**src/logic/front_panel_map.vh**
```
// Purpose: Register offsets, field positions, reset values and timing for
//          the front panel indicator and configuration switch block.
// Assumes: 50 MHz clock, plain register port with 4-bit word index.
// Notes:
`ifndef FRONT_PANEL_MAP_VH
`define FRONT_PANEL_MAP_VH

`define REG_CODE        4'h0
`define REG_DIAG        4'h1
`define REG_APP         4'h2
`define REG_CTRL        4'h3
`define REG_STATUS      4'h4
`define REG_IRQ_STATUS  4'h5
`define REG_IRQ_CLEAR   4'h6
`define REG_IRQ_ENABLE  4'h7

`define CTRL_BOOT_DONE  0
`define CTRL_DIAG_SEL   1
`define CTRL_WP_EN      2
`define CTRL_WD_ACTIVE  3
`define CTRL_RESET      4'h0

`define EV_CODE         0
`define EV_OVERTEMP     1
`define EV_TRIP         2
`define EV_CLEAR_REQ    3

`define DWELL_MS        500
`define BLINK_MS        250
`define CLK_KHZ         50000

`endif

```
**src/logic/front_panel_led_post_display.v**
```verilog
// Purpose: Front panel indicators, self-test code display and configuration
//          switch handling with a small register port and interrupt.
// Assumes: One 50 MHz clock; sys_rst is a warm reset; cold_rst_n low only
//          after a full power cycle.
// Notes:   Red and green drive are separate per bicolor indicator.
`timescale 1ns/1ns
`default_nettype none
`include "front_panel_map.vh"
module front_panel_led_post_display #(
    parameter DWELL_CYCLES = `DWELL_MS * `CLK_KHZ,
    parameter BLINK_CYCLES = `BLINK_MS * `CLK_KHZ
) (
    input  wire        clk,
    input  wire        sys_rst,
    input  wire        cold_rst_n,
    input  wire [3:0]  reg_addr,
    input  wire [7:0]  reg_wdata,
    input  wire        reg_wr,
    input  wire        reg_rd,
    output reg  [7:0]  reg_rdata,
    input  wire [3:0]  board_config_switches,
    input  wire        fault_power,
    input  wire        fault_cpu_cat,
    input  wire        fault_hw_reset,
    input  wire        fault_boot,
    input  wire        cpu_overtemp,
    input  wire        cpu_thermal_trip,
    input  wire        flash_wr_req,
    output reg  [3:0]  general_indicators_green,
    output reg  [3:0]  general_indicators_red,
    output reg         watchdog_indicator,
    output reg         thermal_indicator_red,
    output reg         thermal_indicator_green,
    output reg         flash_std_wr,
    output reg         flash_rec_wr,
    output reg         flash_sel_recovery,
    output reg         reset_config,
    output reg         settings_clear_req,
    output reg         irq
);
    localparam ST_DARK  = 2'h0;
    localparam ST_UPPER = 2'h1;
    localparam ST_LOWER = 2'h2;

    wire [9:0] sync_q;
    wire [3:0] sw_q    = sync_q[3:0];
    wire [3:0] fault_q = sync_q[7:4];
    wire       hot_q   = sync_q[8];
    wire       trip_q  = sync_q[9];
    wire       dwell_tick;
    wire       blink_tick;

    reg  [7:0] code_q;
    reg  [7:0] diag_q;
    reg  [7:0] app_q;
    reg  [3:0] ctrl_q;
    reg  [1:0] state_q;
    reg  [1:0] state_d;
    reg        code_new_q;
    reg        trip_latch_q;
    reg        blink_q;
    reg  [3:0] irq_stat_q;
    reg  [3:0] irq_en_q;
    reg        hot_prev_q;
    reg        clr_prev_q;
    reg  [3:0] nibble;
    reg  [3:0] gen_green_d;
    reg  [7:0] rdata_d;
    wire [3:0] events;

    sync2 #(.W(10)) u_sync (
        .clk      (clk),
        .sys_rst  (sys_rst),
        .async_in ({cpu_thermal_trip, cpu_overtemp, fault_power,
                    fault_cpu_cat, fault_hw_reset, fault_boot,
                    board_config_switches}),
        .sync_out (sync_q)
    );

    tick_gen #(.PERIOD(DWELL_CYCLES)) u_dwell (
        .clk     (clk),
        .sys_rst (sys_rst),
        .restart (code_new_q),
        .tick    (dwell_tick)
    );

    tick_gen #(.PERIOD(BLINK_CYCLES)) u_blink (
        .clk     (clk),
        .sys_rst (sys_rst),
        .restart (1'b0),
        .tick    (blink_tick)
    );

    // Register writes and the code holding register.
    always @(posedge clk)
    begin
        if (sys_rst)
        begin
            code_q     <= 8'h00;
            diag_q     <= 8'h00;
            app_q      <= 8'h00;
            ctrl_q     <= `CTRL_RESET;
            irq_en_q   <= 4'h0;
            code_new_q <= 1'b0;
        end
        else
        begin
            code_new_q <= 1'b0;
            if (reg_wr)
            begin
                case (reg_addr)
                    `REG_CODE:
                    begin
                        code_q     <= reg_wdata;
                        code_new_q <= 1'b1;
                    end
                    `REG_DIAG:       diag_q   <= reg_wdata;
                    `REG_APP:        app_q    <= reg_wdata;
                    `REG_CTRL:       ctrl_q   <= reg_wdata[3:0];
                    `REG_IRQ_ENABLE: irq_en_q <= reg_wdata[3:0];
                    default:         ;
                endcase
            end
        end
    end

    // Display cycle: dark, upper nibble, lower nibble, back to dark.
    always @*
    begin
        state_d = state_q;
        if (code_new_q)
            state_d = ST_DARK;
        else if (dwell_tick)
        begin
            case (state_q)
                ST_DARK:  state_d = ST_UPPER;
                ST_UPPER: state_d = ST_LOWER;
                ST_LOWER: state_d = ST_DARK;
                default:  state_d = ST_DARK;
            endcase
        end
    end

    always @(posedge clk)
    begin
        if (sys_rst)
            state_q <= ST_DARK;
        else
            state_q <= state_d;
    end

    // The same nibble mapping serves both the code and the diagnostic value.
    always @*
    begin
        nibble = 4'h0;
        if (!ctrl_q[`CTRL_BOOT_DONE])
        begin
            if (sw_q[0])
            begin
                case (state_q)
                    ST_UPPER: nibble = code_q[7:4];
                    ST_LOWER: nibble = code_q[3:0];
                    default:  nibble = 4'h0;
                endcase
            end
            gen_green_d = nibble;
        end
        else if (ctrl_q[`CTRL_DIAG_SEL])
        begin
            case (state_q)
                ST_UPPER: nibble = diag_q[7:4];
                ST_LOWER: nibble = diag_q[3:0];
                default:  nibble = 4'h0;
            endcase
            gen_green_d = nibble;
        end
        else
            gen_green_d = app_q[3:0];
    end

    // The trip latch ignores the warm reset; only a cold restart clears it,
    // so a watchdog or button reset cannot hide a damaging event.
    always @(posedge clk)
    begin
        if (!cold_rst_n)
            trip_latch_q <= 1'b0;
        else if (trip_q)
            trip_latch_q <= 1'b1;
    end

    always @(posedge clk)
    begin
        if (sys_rst)
            blink_q <= 1'b0;
        else if (blink_tick)
            blink_q <= ~blink_q;
    end

    // Sticky interrupt flags; a new event wins over a clear in one cycle.
    assign events = {sw_q[3] & ~clr_prev_q, trip_q & ~trip_latch_q,
                     hot_q & ~hot_prev_q, code_new_q};

    always @(posedge clk)
    begin
        if (sys_rst)
        begin
            irq_stat_q <= 4'h0;
            hot_prev_q <= 1'b0;
            clr_prev_q <= 1'b0;
        end
        else
        begin
            hot_prev_q <= hot_q;
            clr_prev_q <= sw_q[3];
            if (reg_wr && reg_addr == `REG_IRQ_CLEAR)
                irq_stat_q <= (irq_stat_q & ~reg_wdata[3:0]) | events;
            else
                irq_stat_q <= irq_stat_q | events;
        end
    end

    always @*
    begin
        case (reg_addr)
            `REG_CODE:       rdata_d = code_q;
            `REG_DIAG:       rdata_d = diag_q;
            `REG_APP:        rdata_d = app_q;
            `REG_CTRL:       rdata_d = {4'h0, ctrl_q};
            `REG_STATUS:     rdata_d = {trip_latch_q, hot_q, state_q, sw_q};
            `REG_IRQ_STATUS: rdata_d = {4'h0, irq_stat_q};
            `REG_IRQ_ENABLE: rdata_d = {4'h0, irq_en_q};
            default:         rdata_d = 8'h00;
        endcase
    end

    // Registered outputs.
    always @(posedge clk)
    begin
        if (sys_rst)
        begin
            reg_rdata                <= 8'h00;
            general_indicators_green <= 4'h0;
            general_indicators_red   <= 4'h0;
            watchdog_indicator       <= 1'b0;
            thermal_indicator_red    <= 1'b0;
            thermal_indicator_green  <= 1'b0;
            flash_std_wr             <= 1'b0;
            flash_rec_wr             <= 1'b0;
            flash_sel_recovery       <= 1'b0;
            reset_config             <= 1'b0;
            settings_clear_req       <= 1'b0;
            irq                      <= 1'b0;
        end
        else
        begin
            reg_rdata <= reg_rd ? rdata_d : 8'h00;
            general_indicators_green <= gen_green_d;
            // Red fault flags show only before firmware marks boot done.
            general_indicators_red <= ctrl_q[`CTRL_BOOT_DONE] ? 4'h0 :
                                      fault_q;
            watchdog_indicator <= ctrl_q[`CTRL_WD_ACTIVE];
            if (trip_latch_q)
            begin
                thermal_indicator_red   <= blink_q;
                thermal_indicator_green <= 1'b0;
            end
            else
            begin
                thermal_indicator_red   <= hot_q;
                thermal_indicator_green <= ~hot_q;
            end
            flash_sel_recovery <= sw_q[1];
            flash_std_wr <= flash_wr_req & ~ctrl_q[`CTRL_WP_EN]
                            & ~sw_q[1];
            flash_rec_wr <= flash_wr_req & ~ctrl_q[`CTRL_WP_EN]
                            & sw_q[1];
            reset_config       <= sw_q[2];
            settings_clear_req <= sw_q[3];
            irq <= |(irq_stat_q & irq_en_q);
        end
    end
endmodule // front_panel_led_post_display
`default_nettype wire

```
**src/logic/sync2.v**
```verilog
// Purpose: Two flip-flop synchroniser for a vector of asynchronous levels.
// Assumes: Inputs change slowly relative to clk.
// Notes:   The first stage feeds only the second stage.
`timescale 1ns/1ns
`default_nettype none
module sync2 #(
    parameter W = 8
) (
    input  wire         clk,
    input  wire         sys_rst,
    input  wire [W-1:0] async_in,
    output reg  [W-1:0] sync_out
);
    reg [W-1:0] meta_q;

    always @(posedge clk)
    begin
        if (sys_rst)
        begin
            meta_q   <= {W{1'b0}};
            sync_out <= {W{1'b0}};
        end
        else
        begin
            meta_q   <= async_in;
            sync_out <= meta_q;
        end
    end
endmodule // sync2
`default_nettype wire

```
**src/logic/tick_gen.v**
```verilog
// Purpose: Free running divider giving a one-cycle tick every PERIOD cycles.
// Assumes: PERIOD is at least 2.
// Notes:   A restart pulse realigns the count so a fresh state gets its full
//          dwell.
`timescale 1ns/1ns
`default_nettype none
module tick_gen #(
    parameter PERIOD = 25000000
) (
    input  wire clk,
    input  wire sys_rst,
    input  wire restart,
    output reg  tick
);
    reg [31:0] cnt_q;

    always @(posedge clk)
    begin
        if (sys_rst || restart)
        begin
            cnt_q <= 32'h0;
            tick  <= 1'b0;
        end
        else if (cnt_q == PERIOD - 1)
        begin
            cnt_q <= 32'h0;
            tick  <= 1'b1;
        end
        else
        begin
            cnt_q <= cnt_q + 32'h1;
            tick  <= 1'b0;
        end
    end
endmodule // tick_gen
`default_nettype wire

```
**config.mk**
```make
export PLATFORM = sky130hd
export DESIGN_NAME = front_panel_led_post_display
export DESIGN_NICKNAME = d
export VERILOG_FILES = /design/src/logic/front_panel_led_post_display.v /design/src/logic/sync2.v /design/src/logic/tick_gen.v
export VERILOG_INCLUDE_DIRS = /design/src /design/src/logic
export SDC_FILE = /design/constraint.sdc
export NUM_CORES = 1
export LEC_CHECK = 0
export BUFFER_PORTS_ARGS = -buffer_cell sky130_fd_sc_hd__buf_2
export CORE_UTILIZATION = 46
export DETAILED_ROUTE_END_ITERATION = 8
export PLACE_DENSITY = 0.74
export SETUP_SLACK_MARGIN = 0.5
export SYNTH_ARGS = -nofsm -noshare
export SYNTH_HDL_FRONTEND = slang
export SYNTH_HIERARCHICAL = 1
export SYNTH_SLANG_ARGS = --single-unit
```
**constraint.sdc**
```tcl
create_clock -name clk -period 1.8 [get_ports clk]
set_input_delay 0.36 -clock clk [delete_from_list [all_inputs] [get_ports clk]]
set_output_delay 0.36 -clock clk [all_outputs]
set_load 0.03 [all_outputs]
```
==> reports/results.ini, run 1 <==
[worst_setup_path]
crit_required_ns=2.12
timing_worst_setup_path_type=reg2reg
cp-start-kind=register
arrival_ns=2.04
reg2reg_depth=6
crit_path_max_fanout=7
end_kind=register

[grt]
antenna_found_initial=1
overflow=0
grt_pass1_vias=5620
grt_pass1_wl_um=28000
track_usage_pct=24.2
grt_max_degree=39

[floorplan]
core_sq_um=14100
chipWidth_um=123
dieArea_sq_um=15100
ios=53
die_h_um=123
start_util_pct=47.7
rows=43

[clock_tree]
cts_tree=yes
cts_buffers=17
cts-hold-fix-buffers=0
clkSinkCount=153
cts_buffer_depth=2
cts_root_buffer=clkbuf_16
cts.clk_slew.worst_paths_ns=0.06
cts.htree.levels=4
clk_latency_ns=0.44

[routing]
ant_nets=0
drc_errors=0
wl_um=19500
route.vias.total=5948
first_iter_violations=597
via_per_inst=5.92
first_pass_iters=9
wl_per_cell_um=19.4

[cells_and_area]
ff_latch_area_sq_um=3190
final_common_cell=dfxtp_1
fin_area_sq_um=9100
final.fill_count=991
drive_above_1_share_pct=42.8
multiInputGateArea_sq_um=3990
final_cell_mix=dfxtp_1, nor2_1, buf_4
syn_to_final_growth_pct=35.2
nNetsFinal=845

[status]
outcome=finished clean

[sta]
max_slew.worst_pin.slew_ns=0.499
slew_violations=0
slew_headroom_pct=66.5
rsz0062_at_grt=true
finalHoldViolations=0
final.setup.tns_ns=0
fin_crit_ns=1.72
post-route-period-util_pct=95.4
final.setup_skew_ns=0.0115
clock.fmax_ghz=0.582
finalSetupViolCount=0

[logic_synthesis]
synth_seq_area_share_pct=45.5
ys.flop_type=dfxtp_1
netlist_area_sq_um=6730
syn-mean-instance-area_sq_um=9.70
synth_seq_cells=153
yosysUniqueCellTypes=68
synth_edf_count=0
synth_nets=728
ys_async_sr_fraction_pct=0
netlist_instances=694
synth_warnings=6

[hold_path]
min_path_type=in2reg
holdPathStages=2

[place]
gp_congestion=0.974
place_area_sq_um=7300
io_buffers=52
hpwl_um=10800

[pwr]
powerDensity_nw_per_um2=796
ir_drop_uv=723
p_leak_uw=0.00343

[job]
cap_violations=0

==> sequential cells by signal (all words and copies together) (netlist names), 8 cells and up <==
signal,count
app_q,8
u_blink/cnt_q,32
u_sync/sync_out,10
u_sync/meta_q,10
diag_q,8
u_dwell/cnt_q,32
code_q,8
reg_rdata,8
==> area by class of cell <==
type / count / area share, %
Antenna cell: 1 / 0.0275
Clock buffer: 21 / 5.06
Clock inverter: 11 / 1.06
Inverter: 13 / 0.619
Multi-Input combinational cell: 495 / 43.8
Sequential cell: 153 / 35.1
Tap cell: 180 / 2.48
Timing Repair Buffer: 131 / 11.9
==> kinds of logic (layout without fill, tap and decap cells) <==
group | after synthesis | after routing | synth area share (%)
other | 1 | 2 | 0.0557
XOR/XNOR | 43 | 43 | 5.60
AND/OR/NAND/NOR | 310 | 311 | 27.9
multiplexers | 40 | 40 | 6.04
flip-flops | 153 | 153 | 45.5
adder cells (fa/ha/maj) | 6 | 6 | 1.12
buffers and inverters | 47 | 176 | 4.17
AO/OA/AOI/OAI | 94 | 94 | 9.59
==> through the flow <==
step                      hold WS [ns]  total power (uW)  setup slack (ns)  std cells  utilization, %
after floorplan                  0.406              3770             0.189        694               -
after CTS                        0.137              7220             0.108        980            60.1
after detailed placement         0.417              3870            0.0366        914            51.8
after global routing             0.132              7480            0.0430       1004            64.5
after global placement           0.413              3860            0.0886        914            51.8
final                            0.138              7240            0.0825       1005            64.5
==> worst max-delay path, cell delays in order (launching register included) <==
cell       delay (ns)
dfxtp_1          0.48
and4_1           0.37
nand2_4          0.15
o21bai_4         0.25
buf_6            0.16
clkbuf_16        0.15
nor2_2           0.05
==> synth_stat cells, types with 10 or more instances <==
library cell    n  area [sq um]
xnor2_1        13           114
nor2_1        102           383
nand2_1        20          75.1
clkbuf_1       13          48.8
mux2i_1        35           350
dfxtp_1       153          3060
a22oi_1        20           150
nor2b_2        17           149
o21ai_0        10          50.1
inv_1          13          48.8
a21oi_1        27           135
buf_6          10           113
nand4_1        29           181
nand3_1        30           150
xor2_1         30           263
and4_1         10          87.6
==> final timing paths <==
check / startpoint / end / slack, ns
worst min register to register: u_sync/sync_out[5] / general_indicators_red[1] / 0.43
worst min-delay path: cold_rst_n / trip_latch_q / 0.14
worst max register to register: u_blink/cnt_q[10] / u_blink/cnt_q[21] / 0.08
worst max-delay path: u_blink/cnt_q[10] / u_blink/cnt_q[21] / 0.08
==> metal layers <==
metal	part of all wire, %	up-vias	global-route usage (%)
met4	4.1	0	10.5
met1	39	2880	28.3
met3	5.7	69	6.00
met5	0	-	0
li1	-	2721	-
met2	51	278	41.8
==> power by group <==
part	total, uW	internal [uW]	switching, uW
clock	3380	1970	1410
combinational	410	179	231
sequential	3450	3410	43.7
total	7240	5550	1690
==> what timing repair did <==
| action | in CTS | in global routing |
|---|---|---|
| endpoints found under the setup margin | 73 | 89 |
| setup buffers | 30 | 22 |
| resized for setup | 86 | 139 |
| pin swaps | 17 | 58 |
| cloned | 4 | 2 |
Power figures use the tool's default switching activity.
==> run 2, diff against run 1 <==
--- a/config.mk
+++ b/config.mk
@@ -7,6 +7,7 @@
 export NUM_CORES = 1
 export LEC_CHECK = 0
 export BUFFER_PORTS_ARGS = -buffer_cell sky130_fd_sc_hd__buf_2
+export CORE_ASPECT_RATIO = 0.75
 export CORE_UTILIZATION = 46
 export DETAILED_ROUTE_END_ITERATION = 8
 export PLACE_DENSITY = 0.74
==> reports/results.ini, run 2 (synthesized netlist as in run 1, its figures left out) <==
[routing]
wl_per_cell_um=19.9
first_iter_violations=626
via_per_inst=5.93
wl_um=20200
drc_errors=0
ant_nets=0
route.vias.total=6024
first_pass_iters=8

[cells_and_area]
final.fill_count=1010
nNetsFinal=841
instances_no_fill=1015
multiInputGateArea_sq_um=3970
antennaDiodeCount=0
syn_to_final_growth_pct=36.2
final_cell_mix=dfxtp_1, nor2_1, buf_4
largestRegisters=u_blink/cnt_q (32), u_dwell/cnt_q (32)
drive_above_1_share_pct=43.0
final_common_cell=dfxtp_1
ff_latch_area_sq_um=3170

[worst_setup_path]
reg2reg_from=u_blink/cnt_q[15]
timing_worst_setup_path_type=reg2reg
end_kind=register
crit_path_max_fanout=5
crit_required_ns=2.12
arrival_ns=2.27
crit_path_start=u_blink/cnt_q[15]
cp-start-kind=register

[sta]
slew_violations=0
post-route-period-util_pct=108
rsz0062_at_grt=true
finalHoldViolations=0
fin_crit_ns=1.95
clock.fmax_ghz=0.512
finalSetupViolCount=27
setup_ws_ns=-0.152
final.setup_skew_ns=0.0141

[grt]
antenna_found_initial=0
grt_max_degree=41
grt_pass1_vias=5563
grt_pass1_wl_um=27700
track_usage_pct=23.3
overflow=0

[status]
failed_checks=setup timing
outcome=finished with violations

[clock_tree]
cts_tree=yes
cts.htree.levels=4
clk_latency_ns=0.44
cts_buffers=17
clkSinkCount=153
cts.clk_slew.worst_paths_ns=0.08
cts_buffer_depth=2
cts_root_buffer=clkbuf_16

[pwr]
p_leak_uw=0.00346
ir_drop_uv=832
powerDensity_nw_per_um2=821

[floorplan]
core_sq_um=14000
ios=53
chipWidth_um=142
die_h_um=107
start_util_pct=48.1
dieArea_sq_um=15100
rows=37

[place]
pre_cts_ws_ns=0.000722
dpl.cell_count=927
io_buffers=52
hpwl_um=10800
gp_congestion=0.899

[hold_path]
min_path_type=in2reg
min_from=fault_cpu_cat

[job]
cap_violations=0

run 2: changes by cell type in the layout (fill, tap and decap cells not counted), sizes merged:
cell | previous run | this run
clkbuf | 24 | 18
inv | 14 | 18
clkinv | 7 | 10
buf | 128 | 126
clkinvlp | 2 | 0
bufinv | 1 | 0
diode | 1 | 0
run 2: final timing paths:
kind	end	slack [ns]	depth (start not counted)
setup / recovery	u_blink/cnt_q[9]	-0.15	8
hold / removal	u_sync/meta_q[6]	0.13	2
setup reg to reg	u_blink/cnt_q[9]	-0.15	8
hold reg to reg	general_indicators_red[3]	0.43	1
run 2: per-layer routing:
layer | global-route usage, % | routed length [um] | share of wire, % | vias up
met2 | 37.8 | 9860 | 49 | 324
met5 | 0 | 0 | 0 | -
met3 | 4.60 | 1500 | 7.4 | 73
met1 | 29.7 | 8040 | 40 | 2920
met4 | 11.5 | 833 | 4.1 | 0
li1 | - | - | - | 2707
run 2: cell type report:
cell class / count / share of cell area, %
Clock buffer: 17 / 4.64
Timing Repair Buffer: 127 / 12.1
Clock inverter: 15 / 2.20
Inverter: 13 / 0.532
Sequential cell: 153 / 34.6
Tap cell: 195 / 2.66
Multi-Input combinational cell: 495 / 43.3
run 2: stage by stage:
stage	area (sq um)	power, uW	hold slack, ns	utilization (%)	setup TNS [ns]
6_report	9170	7530	0.132	65.6	-2.12
3_5_place_dp	7330	3870	0.416	52.4	0
2_1_floorplan	6920	3770	0.406	-	0
4_1_cts	8480	7520	0.121	60.7	0
5_1_grt	9170	7780	0.120	65.6	-6.95
3_3_place_gp	7330	3860	0.414	52.4	0
run 2: repair_timing:
action                     in CTS  in global routing
setup endpoints to repair      83                 97
gates cloned                    4                  1
gates resized for setup        79                126
hold endpoints to repair        0                  0
buffers inserted               23                 28
hold buffers                    0                  0
pin swaps                      21                 42
run 2: power by group:
group / total [uW] / internal, uW / switching [uW]
Combinational: 417 / 188 / 229
Sequential: 3450 / 3410 / 41.2
Clock: 3650 / 1900 / 1750
run 2: worst max-delay path: stages (launching register included):
cell      delay (ns)
dfxtp_2         0.45
nor4b_2         0.38
and3_4          0.29
nand4_4         0.11
o21bai_4        0.20
buf_12          0.15
buf_6           0.10
buf_6           0.11
nor2_2          0.04
